File: config.mk
export PLATFORM = sky130hd
export DESIGN_NAME = tx_clock_phase_align
export DESIGN_NICKNAME = d
export VERILOG_FILES = /design/src/tx_align_pkg.sv /design/src/tx_clock_phase_align.sv
export SDC_FILE = /design/constraint.sdc
export NUM_CORES = 1
export LEC_CHECK = 0
export BUFFER_PORTS_ARGS = -buffer_cell sky130_fd_sc_hd__buf_2
export CORE_AREA = 3 3 106 108
export CTS_BUF_LIST = sky130_fd_sc_hd__clkbuf_16
export DETAILED_ROUTE_END_ITERATION = 8
export DIE_AREA = 0 0 109 111
export GPL_TIMING_DRIVEN = 0
export PLACE_DENSITY = 0.72
export SLEW_MARGIN = 10
export SYNTH_ARGS = -nofsm -noshare
export SYNTH_HDL_FRONTEND = slang
export SYNTH_SLANG_ARGS = --single-unit
File: constraint.sdc
create_clock -name clock_in -period 7.4 [get_ports clock_in]
set_input_delay 0.74 -clock clock_in [delete_from_list [all_inputs] [get_ports clock_in]]
set_output_delay 0.74 -clock clock_in [all_outputs]
set_load 0.02 [all_outputs]
File: src/tx_align_pkg.sv
// shared constants and types of the transmit clock phase align block
package tx_align_pkg;

   // register bus geometry
   localparam int unsigned ADDR_W = 5;
   localparam int unsigned DATA_W = 32;

   // register byte offsets
   localparam logic [ADDR_W-1:0] CTRL_ADDR     = 5'h00;
   localparam logic [ADDR_W-1:0] STATUS_ADDR   = 5'h04;
   localparam logic [ADDR_W-1:0] CHAR_ADDR     = 5'h08;
   localparam logic [ADDR_W-1:0] INT_STAT_ADDR = 5'h0c;
   localparam logic [ADDR_W-1:0] INT_MASK_ADDR = 5'h10;

   // control register fields
   localparam int unsigned CTRL_SRC_BIT    = 0;
   localparam int unsigned CTRL_RATE_BIT   = 1;
   localparam int unsigned CTRL_HALF_BIT   = 2;
   localparam int unsigned CTRL_REINIT_BIT = 3;
   localparam int unsigned CTRL_SYNC_BIT   = 4;

   // control register reset values
   localparam logic SRC_SEL_RST = 1'b0;
   localparam logic RATE_SEL_RST = 1'b0;
   localparam logic HALF_RATE_RST = 1'b0;
   localparam logic REINIT_RST = 1'b1;

   // status register fields
   localparam int unsigned STAT_ERR_BIT = 0;
   localparam int unsigned STAT_LVL_LSB = 1;

   // interrupt bits
   localparam int unsigned IRQ_W        = 2;
   localparam int unsigned IRQ_ERR_BIT  = 0;
   localparam int unsigned IRQ_INIT_BIT = 1;
   localparam logic [IRQ_W-1:0] IRQ_RST = 2'h0;

   // phase align buffer shape
   localparam int unsigned BUF_DEPTH = 4;
   localparam int unsigned PTR_W     = 3;
   localparam logic [PTR_W-1:0] PTR_RST    = 3'h0;
   localparam logic [PTR_W-1:0] BUF_CENTRE = 3'h2;
   localparam logic [PTR_W-1:0] BUF_FULL   = 3'h4;

   // reference edge spacing counter
   localparam int unsigned EDGE_CNT_W = 8;
   localparam logic [EDGE_CNT_W-1:0] EDGE_CNT_RST = 8'h00;

   // phase buffer state, gray along init -> run -> fault
   typedef enum logic [1:0] {
      BUF_INIT  = 2'b00,
      BUF_RUN   = 2'b01,
      BUF_FAULT = 2'b11
   } buf_state_e;

   // one transmit character with its control bits
   typedef struct packed {
      logic [1:0] ctrl;
      logic [7:0] data;
   } tx_char_s;

   localparam tx_char_s CHAR_RST = 10'h000;

endpackage : tx_align_pkg

File: src/tx_clock_phase_align.sv
// transmit clock selection, phase align buffer and transmit clock output
// Notes on behaviour
// - reference clock times the transmit character clock.
// - reference clock may be chosen as the parallel interface clock.
// - source select 0 uses the host input clock to capture characters.
// - drift up to two characters either way is absorbed; host keeps within it.
// - drift beyond buffer capacity raises the path error until reinit or a word sync.
// - writing the reinit bit as 0 recentres the phase align buffer.
// - path error low means the buffer is initialized and capture is good.
// - transmit clock output follows the internal transmit character clock.
// - output rate select 0 gives reference rate, 1 gives twice that.
// - no fixed phase between transmit clock output and reference clock.
// - half-rate mode samples reference-timed inputs on both edges.
// - half-rate mode updates reference-timed outputs on both edges.
// - characters are captured on the selected interface clock rising edge; with the reference selected, half-rate mode adds its falling edge.
// - path error clears on buffer recentring, and after a slip also on a word sync.
module tx_clock_phase_align (
   input  wire logic                          clock_in,
   input  wire logic                          rst_in,
   input  wire logic                          ref_clock_in,
   input  wire logic                          tx_input_clock,
   input  wire logic [7:0]                    tx_char_in,
   input  wire logic [1:0]                    tx_char_ctrl,
   input  wire logic [tx_align_pkg::ADDR_W-1:0] addr_in,
   input  wire logic [tx_align_pkg::DATA_W-1:0] wdata_in,
   input  wire logic                          wr_in,
   input  wire logic                          rd_in,
   output logic      [tx_align_pkg::DATA_W-1:0] rdata_out,
   output tx_align_pkg::tx_char_s             char_out,
   output logic                               char_valid_out,
   output logic                               tx_clock_out,
   output logic                               tx_path_error_out,
   output logic                               irq_out
);
   import tx_align_pkg::*;

   ////////////////////////////////////////////////////////////////////////////
   // pin synchronisers
   logic [1:0] ref_sync_q;
   logic [1:0] txc_sync_q;
   logic       ref_prev_q;
   logic       txc_prev_q;
   tx_char_s   pin_meta_q;
   tx_char_s   pin_sync_q;

   // two flops per pin; only the second stage is read
   always_ff @(posedge clock_in) begin
      if (rst_in) begin
         ref_sync_q <= 2'h0;
         txc_sync_q <= 2'h0;
         ref_prev_q <= 1'b0;
         txc_prev_q <= 1'b0;
         pin_meta_q <= CHAR_RST;
         pin_sync_q <= CHAR_RST;
      end else begin
         ref_sync_q <= {ref_sync_q[0], ref_clock_in};
         txc_sync_q <= {txc_sync_q[0], tx_input_clock};
         ref_prev_q <= ref_sync_q[1];
         txc_prev_q <= txc_sync_q[1];
         pin_meta_q <= '{ctrl: tx_char_ctrl, data: tx_char_in};
         pin_sync_q <= pin_meta_q;
      end
   end

   logic ref_rise;
   logic ref_fall;
   logic txc_rise;
   assign ref_rise = ref_sync_q[1] & ~ref_prev_q;
   assign ref_fall = ~ref_sync_q[1] & ref_prev_q;
   assign txc_rise = txc_sync_q[1] & ~txc_prev_q;

   ////////////////////////////////////////////////////////////////////////////
   // control register
   logic src_sel_q;
   logic rate_sel_q;
   logic half_rate_q;
   logic reinit_q;
   logic init_pulse;
   logic sync_pulse;
   logic wr_ctrl;

   assign wr_ctrl = wr_in && (addr_in == CTRL_ADDR);
   // a zero written to the reinit bit recentres
   assign init_pulse = wr_ctrl && !wdata_in[CTRL_REINIT_BIT];
   assign sync_pulse = wr_ctrl && wdata_in[CTRL_SYNC_BIT];

   // configuration latches
   always_ff @(posedge clock_in) begin
      if (rst_in) begin
         src_sel_q   <= SRC_SEL_RST;
         rate_sel_q  <= RATE_SEL_RST;
         half_rate_q <= HALF_RATE_RST;
         reinit_q    <= REINIT_RST;
      end else if (wr_ctrl) begin
         src_sel_q   <= wdata_in[CTRL_SRC_BIT];
         rate_sel_q  <= wdata_in[CTRL_RATE_BIT];
         half_rate_q <= wdata_in[CTRL_HALF_BIT];
         reinit_q    <= wdata_in[CTRL_REINIT_BIT];
      end
   end

   ////////////////////////////////////////////////////////////////////////////
   // internal character clock and transmit clock output
   logic char_tick;
   // character clock derives from the reference only
   // half-rate mode ticks on both reference edges
   assign char_tick = ref_rise | (half_rate_q & ref_fall);

   logic [EDGE_CNT_W-1:0] edge_cnt_q;
   logic [EDGE_CNT_W-1:0] half_len_q;
   logic                  tx_clk_q;
   logic                  ref_edge;
   logic                  mid_point;

   assign ref_edge  = ref_rise | ref_fall;
   assign mid_point = (half_len_q > 8'h01) && (edge_cnt_q == (half_len_q >> 1));

   // measure reference half period, standing in for the transmit pll
   always_ff @(posedge clock_in) begin
      if (rst_in) begin
         edge_cnt_q <= EDGE_CNT_RST;
         half_len_q <= EDGE_CNT_RST;
      end else if (ref_edge) begin
         edge_cnt_q <= EDGE_CNT_W'(1);
         half_len_q <= edge_cnt_q;
      end else if (edge_cnt_q != '1) begin
         edge_cnt_q <= edge_cnt_q + EDGE_CNT_W'(1);
      end
   end

   // output toggles with the internal character clock edges
   // rate 1 adds a toggle at mid half period, doubling frequency
   // phase is only tied to the sampled edges, with sync latency
   always_ff @(posedge clock_in) begin
      if (rst_in) begin
         tx_clk_q <= 1'b0;
      end else if (!rate_sel_q) begin
         if (ref_rise) begin
            tx_clk_q <= 1'b1;
         end else if (ref_fall) begin
            tx_clk_q <= 1'b0;
         end
      end else if (ref_edge || mid_point) begin
         tx_clk_q <= ~tx_clk_q;
      end
   end
   assign tx_clock_out = tx_clk_q;

   ////////////////////////////////////////////////////////////////////////////
   // phase align buffer
   tx_char_s         buf_mem_q [BUF_DEPTH];
   logic [PTR_W-1:0] wr_ptr_q;
   logic [PTR_W-1:0] rd_ptr_q;
   logic [PTR_W-1:0] level;
   logic             buf_wr;
   logic             buf_rd;
   logic             overflow;
   logic             underflow;

   assign level = wr_ptr_q - rd_ptr_q;
   // host clock edges fill the buffer only with source select 0
   assign buf_wr    = !src_sel_q && txc_rise;
   assign buf_rd    = !src_sel_q && char_tick;
   // drift past capacity shows as a full write or an empty read
   assign overflow  = buf_wr && !buf_rd && (level == BUF_FULL);
   assign underflow = buf_rd && !buf_wr && (level == PTR_RST);

   // pointers restart half full so drift either way fits
   always_ff @(posedge clock_in) begin
      if (rst_in) begin
         wr_ptr_q <= BUF_CENTRE;
         rd_ptr_q <= PTR_RST;
      end else if (init_pulse) begin
         wr_ptr_q <= BUF_CENTRE;
         rd_ptr_q <= PTR_RST;
      end else begin
         // one write per read keeps the level near centre
         if (buf_wr && !overflow) begin
            wr_ptr_q <= wr_ptr_q + PTR_W'(1);
         end
         if (buf_rd && !underflow) begin
            rd_ptr_q <= rd_ptr_q + PTR_W'(1);
         end
      end
   end

   // buffer storage, one entry per generate slot
   for (genvar i = 0; i < BUF_DEPTH; i++) begin : g_entry
      always_ff @(posedge clock_in) begin
         if (rst_in) begin
            buf_mem_q[i] <= CHAR_RST;
         end else if (buf_wr && !overflow && (wr_ptr_q[PTR_W-2:0] == (PTR_W-1)'(i))) begin
            // host character taken on its clock rising edge
            buf_mem_q[i] <= pin_sync_q;
         end
      end
   end

   ////////////////////////////////////////////////////////////////////////////
   // character output to the encoder
   tx_char_s char_q;
   logic     char_valid_q;

   always_ff @(posedge clock_in) begin
      if (rst_in) begin
         char_q       <= CHAR_RST;
         char_valid_q <= 1'b0;
      end else begin
         char_valid_q <= char_tick;
         if (char_tick && src_sel_q) begin
            // reference clock captures pins, buffer bypassed
            // reference clock acts as interface clock
            char_q <= pin_sync_q;
         end else if (buf_rd && !underflow) begin
            // output refreshed on each character tick that does not underflow
            char_q <= buf_mem_q[rd_ptr_q[PTR_W-2:0]];
         end
      end
   end
   assign char_out       = char_q;
   assign char_valid_out = char_valid_q;

   ////////////////////////////////////////////////////////////////////////////
   // buffer state and path error
   buf_state_e state_q;
   logic       slip;
   assign slip = overflow | underflow;
   // recentring wins over a slip in the same cycle, since it discards the
   // buffer contents anyway; a slip wins over a word sync
   always_ff @(posedge clock_in) begin
      if (rst_in) begin
         state_q <= BUF_INIT;
      end else begin
         case (state_q)
            BUF_INIT: begin
               if (init_pulse) begin
                  state_q <= BUF_RUN;
               end
            end
            BUF_RUN: begin
               if (slip && !init_pulse) begin
                  state_q <= BUF_FAULT;
               end
            end
            BUF_FAULT: begin
               // cleared by recentring or word sync
               if (init_pulse || (sync_pulse && !slip)) begin
                  state_q <= BUF_RUN;
               end
            end
            default: begin
               state_q <= BUF_INIT;
            end
         endcase
      end
   end

   // low only once the buffer is initialized
   assign tx_path_error_out = (state_q != BUF_RUN);

   ////////////////////////////////////////////////////////////////////////////
   // interrupts
   logic [IRQ_W-1:0] int_stat_q;
   logic [IRQ_W-1:0] int_mask_q;
   logic [IRQ_W-1:0] int_evt;

   assign int_evt[IRQ_ERR_BIT]  = (state_q == BUF_RUN) && slip && !init_pulse;
   assign int_evt[IRQ_INIT_BIT] = init_pulse;

   // write one to clear; a new event in the same cycle wins
   always_ff @(posedge clock_in) begin
      if (rst_in) begin
         int_stat_q <= IRQ_RST;
         int_mask_q <= IRQ_RST;
      end else begin
         if (wr_in && (addr_in == INT_STAT_ADDR)) begin
            int_stat_q <= (int_stat_q & ~wdata_in[IRQ_W-1:0]) | int_evt;
         end else begin
            int_stat_q <= int_stat_q | int_evt;
         end
         if (wr_in && (addr_in == INT_MASK_ADDR)) begin
            int_mask_q <= wdata_in[IRQ_W-1:0];
         end
      end
   end
   assign irq_out = |(int_stat_q & int_mask_q);

   ////////////////////////////////////////////////////////////////////////////
   // register read port
   logic [DATA_W-1:0] rdata_q;
   logic [DATA_W-1:0] rdata_d;
   // unmapped addresses read zero
   always_comb begin
      rdata_d = '0;
      case (addr_in)
         CTRL_ADDR: begin
            rdata_d[CTRL_SRC_BIT]    = src_sel_q;
            rdata_d[CTRL_RATE_BIT]   = rate_sel_q;
            rdata_d[CTRL_HALF_BIT]   = half_rate_q;
            rdata_d[CTRL_REINIT_BIT] = reinit_q;
         end
         STATUS_ADDR: begin
            rdata_d[STAT_ERR_BIT] = tx_path_error_out;
            rdata_d[STAT_LVL_LSB +: PTR_W] = level;
         end
         CHAR_ADDR: begin
            rdata_d[9:0] = char_q;
         end
         INT_STAT_ADDR: begin
            rdata_d[IRQ_W-1:0] = int_stat_q;
         end
         INT_MASK_ADDR: begin
            rdata_d[IRQ_W-1:0] = int_mask_q;
         end
         default: begin
            rdata_d = '0;
         end
      endcase
   end

   // read data valid only in the cycle after the strobe
   always_ff @(posedge clock_in) begin
      if (rst_in) begin
         rdata_q <= '0;
      end else begin
         rdata_q <= rd_in ? rdata_d : '0;
      end
   end
   assign rdata_out = rdata_q;

endmodule : tx_clock_phase_align

==> impl_metrics.toml <==
[route]
viasPerCell = 5.066
drtAntennaViolNets = 0
drc = 0
wl_per_cell_um = 15.49
top_layer = "met4"
wl_um = 10580
drt-met1-wl_um = 4287
wl_met2_um = 5471
drt_pass1_iterations = 5
dr_wl_met3_um = 718
drtIter0Drc = 332
vias = 3460

[yosys]
synth_cell_types = 52
synth-xor-area-share = 0.02503
syn_area_um2 = 5149
synth_top_family_by_area = "simple AND/OR/NAND/NOR gates"
syn_inst = 447
synthSimpleGateAreaFrac = 0.1806
ys_warn_count = 0
ys_ff_latch = 121
ys_seq_area_frac = 0.5482
synthTopCellsByArea = "dfxtp_1, edfxtp_1, and2_1"
yosysMostFrequentCell = "dfxtp_1"
synth-edff-count = 40
synthArstFlopShare = 0
synthAdderAreaFrac = 0.02576
synth_area_leader_cell = "dfxtp_1"
synthFlopType = "dfxtp_1"
muxShareOfSynthArea = 0.09526
synthTopCellsByCount = "dfxtp_1, and2_1, nor2_1, edfxtp_1, nor2b_1"
avgSynthCellArea_um2 = 11.52
synth.top_cell.area_share = 0.3149
synth-compound-area-share = 0.07242

[run_status]
status = "completed"

[sta]
period_needed_ns = 3.067
fin_crit_sh = 0.4145
skew_ns = 0.01076
rsz0062_at_grt = "no"
max_freq_mhz = 326.1
fin_tns_setup_ns = 0
maxSlewViolCount = 0
tightestPinTransition_ns = 1.226
setup_violations = 0
maxSlewHeadroom = 0.1810
hold_viol_final = 0

[global_routing]
antenna_found_initial = 0
grt_usage = 0.1818
grt_max_degree = 17
grt_overflow = 0
grt_pass1_vias = 3347
grt_pass1_wl_um = 16650

[clock_tree]
cts_resized = 0
cts_setup_buffers = 0
clock_latency_ns = 0.41
h-tree-depth = 4
cts_tree = "yes"
cts_buffer_depth = 2
numCtsBuffers = 17
cts_hold_buf = 0
cts.clk_slew.worst_paths_ns = 0.06
cts-root-buf = "clkbuf_16"
numClockSinks = 121

[floorplanning]
die-height_um = 111
die_area_um2 = 12100
dieWidth_um = 109
num_rows = 37
pin_count = 99
start_util = 0.4987
coreArea_um2 = 10320

[setup_path]
arrival_ns = 3.34
critPathCaptureType = "flip-flop"
path_max_fanout = 10
worstSetupStartpointType = "flip-flop"
worstSetupPathType = "flip-flop to flip-flop"
worstPathRequired_ns = 7.67

[layout]
fin_nets = 597
num_antenna_cells = 0
utilization = 0.6061
synthToLayoutAreaGrowth_pct = 21.53
drive_gt1_frac = 0.2212

[place]
dp_hpwl_um = 7228
portBuffers = 47
gp_congestion = 0.7868

[power]
power.density_nw_per_um2 = 268.4
vdd_ir_drop_max_mv = 0.1660
p_leak_uw = 0.002663

[hold_path]
hold_path_class = "flip-flop to flip-flop"

[job]
maxCapViolCount = 0
flip-flops by register name, indices dropped and copies added, names as in the netlist, 2 cells and up, named ones only:
| signal | cells |
|---|---|
| buf_mem_q | 40 |
| char_out | 10 |
| pin_meta_q | 10 |
| pin_sync_q | 10 |
| rdata_out | 10 |
| edge_cnt_q | 8 |
| half_len_q | 7 |
| rd_ptr_q | 3 |
| wr_ptr_q | 3 |
| int_mask_q | 2 |
| int_stat_q | 2 |
| ref_sync_q | 2 |
| state_q | 2 |
| txc_sync_q | 2 |
placed cells by master (no fill, tap or decap), types with 17 or more instances in the layout:
cell type  instances
nand2_1           17
dfxtp_1           81
conb_1            22
clkbuf_16         18
edfxtp_1          40
buf_4             22
buf_2             48
mux2i_1           22
nor2_1            46
nor2b_1           28
and2_1            47
logic make-up after synthesis:
kind of cell | count (synthesis)
mux | 34
other cells | 1
flops | 121
buf+inv | 47
fa+ha+maj | 10
compound gates | 47
simple gates | 174
xor+xnor | 13
stage by stage:
stage | cell area, um2 | power (uW) | std cells | worst slack [ns] | hold slack, ns
floorplan | 5228 | 807.5 | 468 | 5.003 | 0.4138
global placement | 5633 | 833.5 | 651 | 4.467 | 0.4173
detailed placement | 5633 | 837.5 | 651 | 4.359 | 0.4231
CTS | 6252 | 1690 | 683 | 4.333 | 0.4367
global route | 6257 | 1733 | 683 | 4.181 | 0.4539
finish | 6257 | 1680 | 683 | 4.333 | 0.4342
routing by layer:
| metal | track usage | up-vias |
|---|---|---|
| li1 | - | 1713 |
| met5 | 0 | - |
| met1 | 0.2128 | 1626 |
| met2 | 0.3112 | 110 |
| met3 | 0.05300 | 11 |
| met4 | 0.06734 | 0 |
final timing paths:
kind | startpoint | endpoint | slack (ns) | depth (start not counted)
worst min register to register | pin_meta_q[0] | pin_sync_q[0] | 0.43 | 1
worst min-delay path | pin_meta_q[0] | pin_sync_q[0] | 0.43 | 1
worst max-delay path | wr_ptr_q[0] | buf_mem_q[1][6] | 4.33 | 7
worst max register to register | wr_ptr_q[0] | buf_mem_q[1][6] | 4.33 | 7
layout make-up:
class	count	area (um2)
Buffer	38	234.0
Clock buffer	18	450.4
Clock inverter	14	168.9
Fill cell	857	4066
Inverter	9	33.78
Multi-Input combinational cell	300	2142
Sequential cell	121	2823
Tap cell	136	170.2
Timing Repair Buffer	47	235.2
worst max-delay path: stages (launching register included):
cell	delay, ns
dfxtp_1	0.39
inv_1	0.11
ha_1	0.22
fa_1	0.37
xnor3_2	0.36
o311ai_2	0.20
nor3b_1	1.03
and2_1	0.24
power by group:
group          switching, uW  internal, uW  leakage [uW]
sequential              11.7           706       0.00107
combinational           61.1          45.3       0.00129
clock                    326           530      0.000303
No activity file was read; power rests on OpenSTA's default activity.
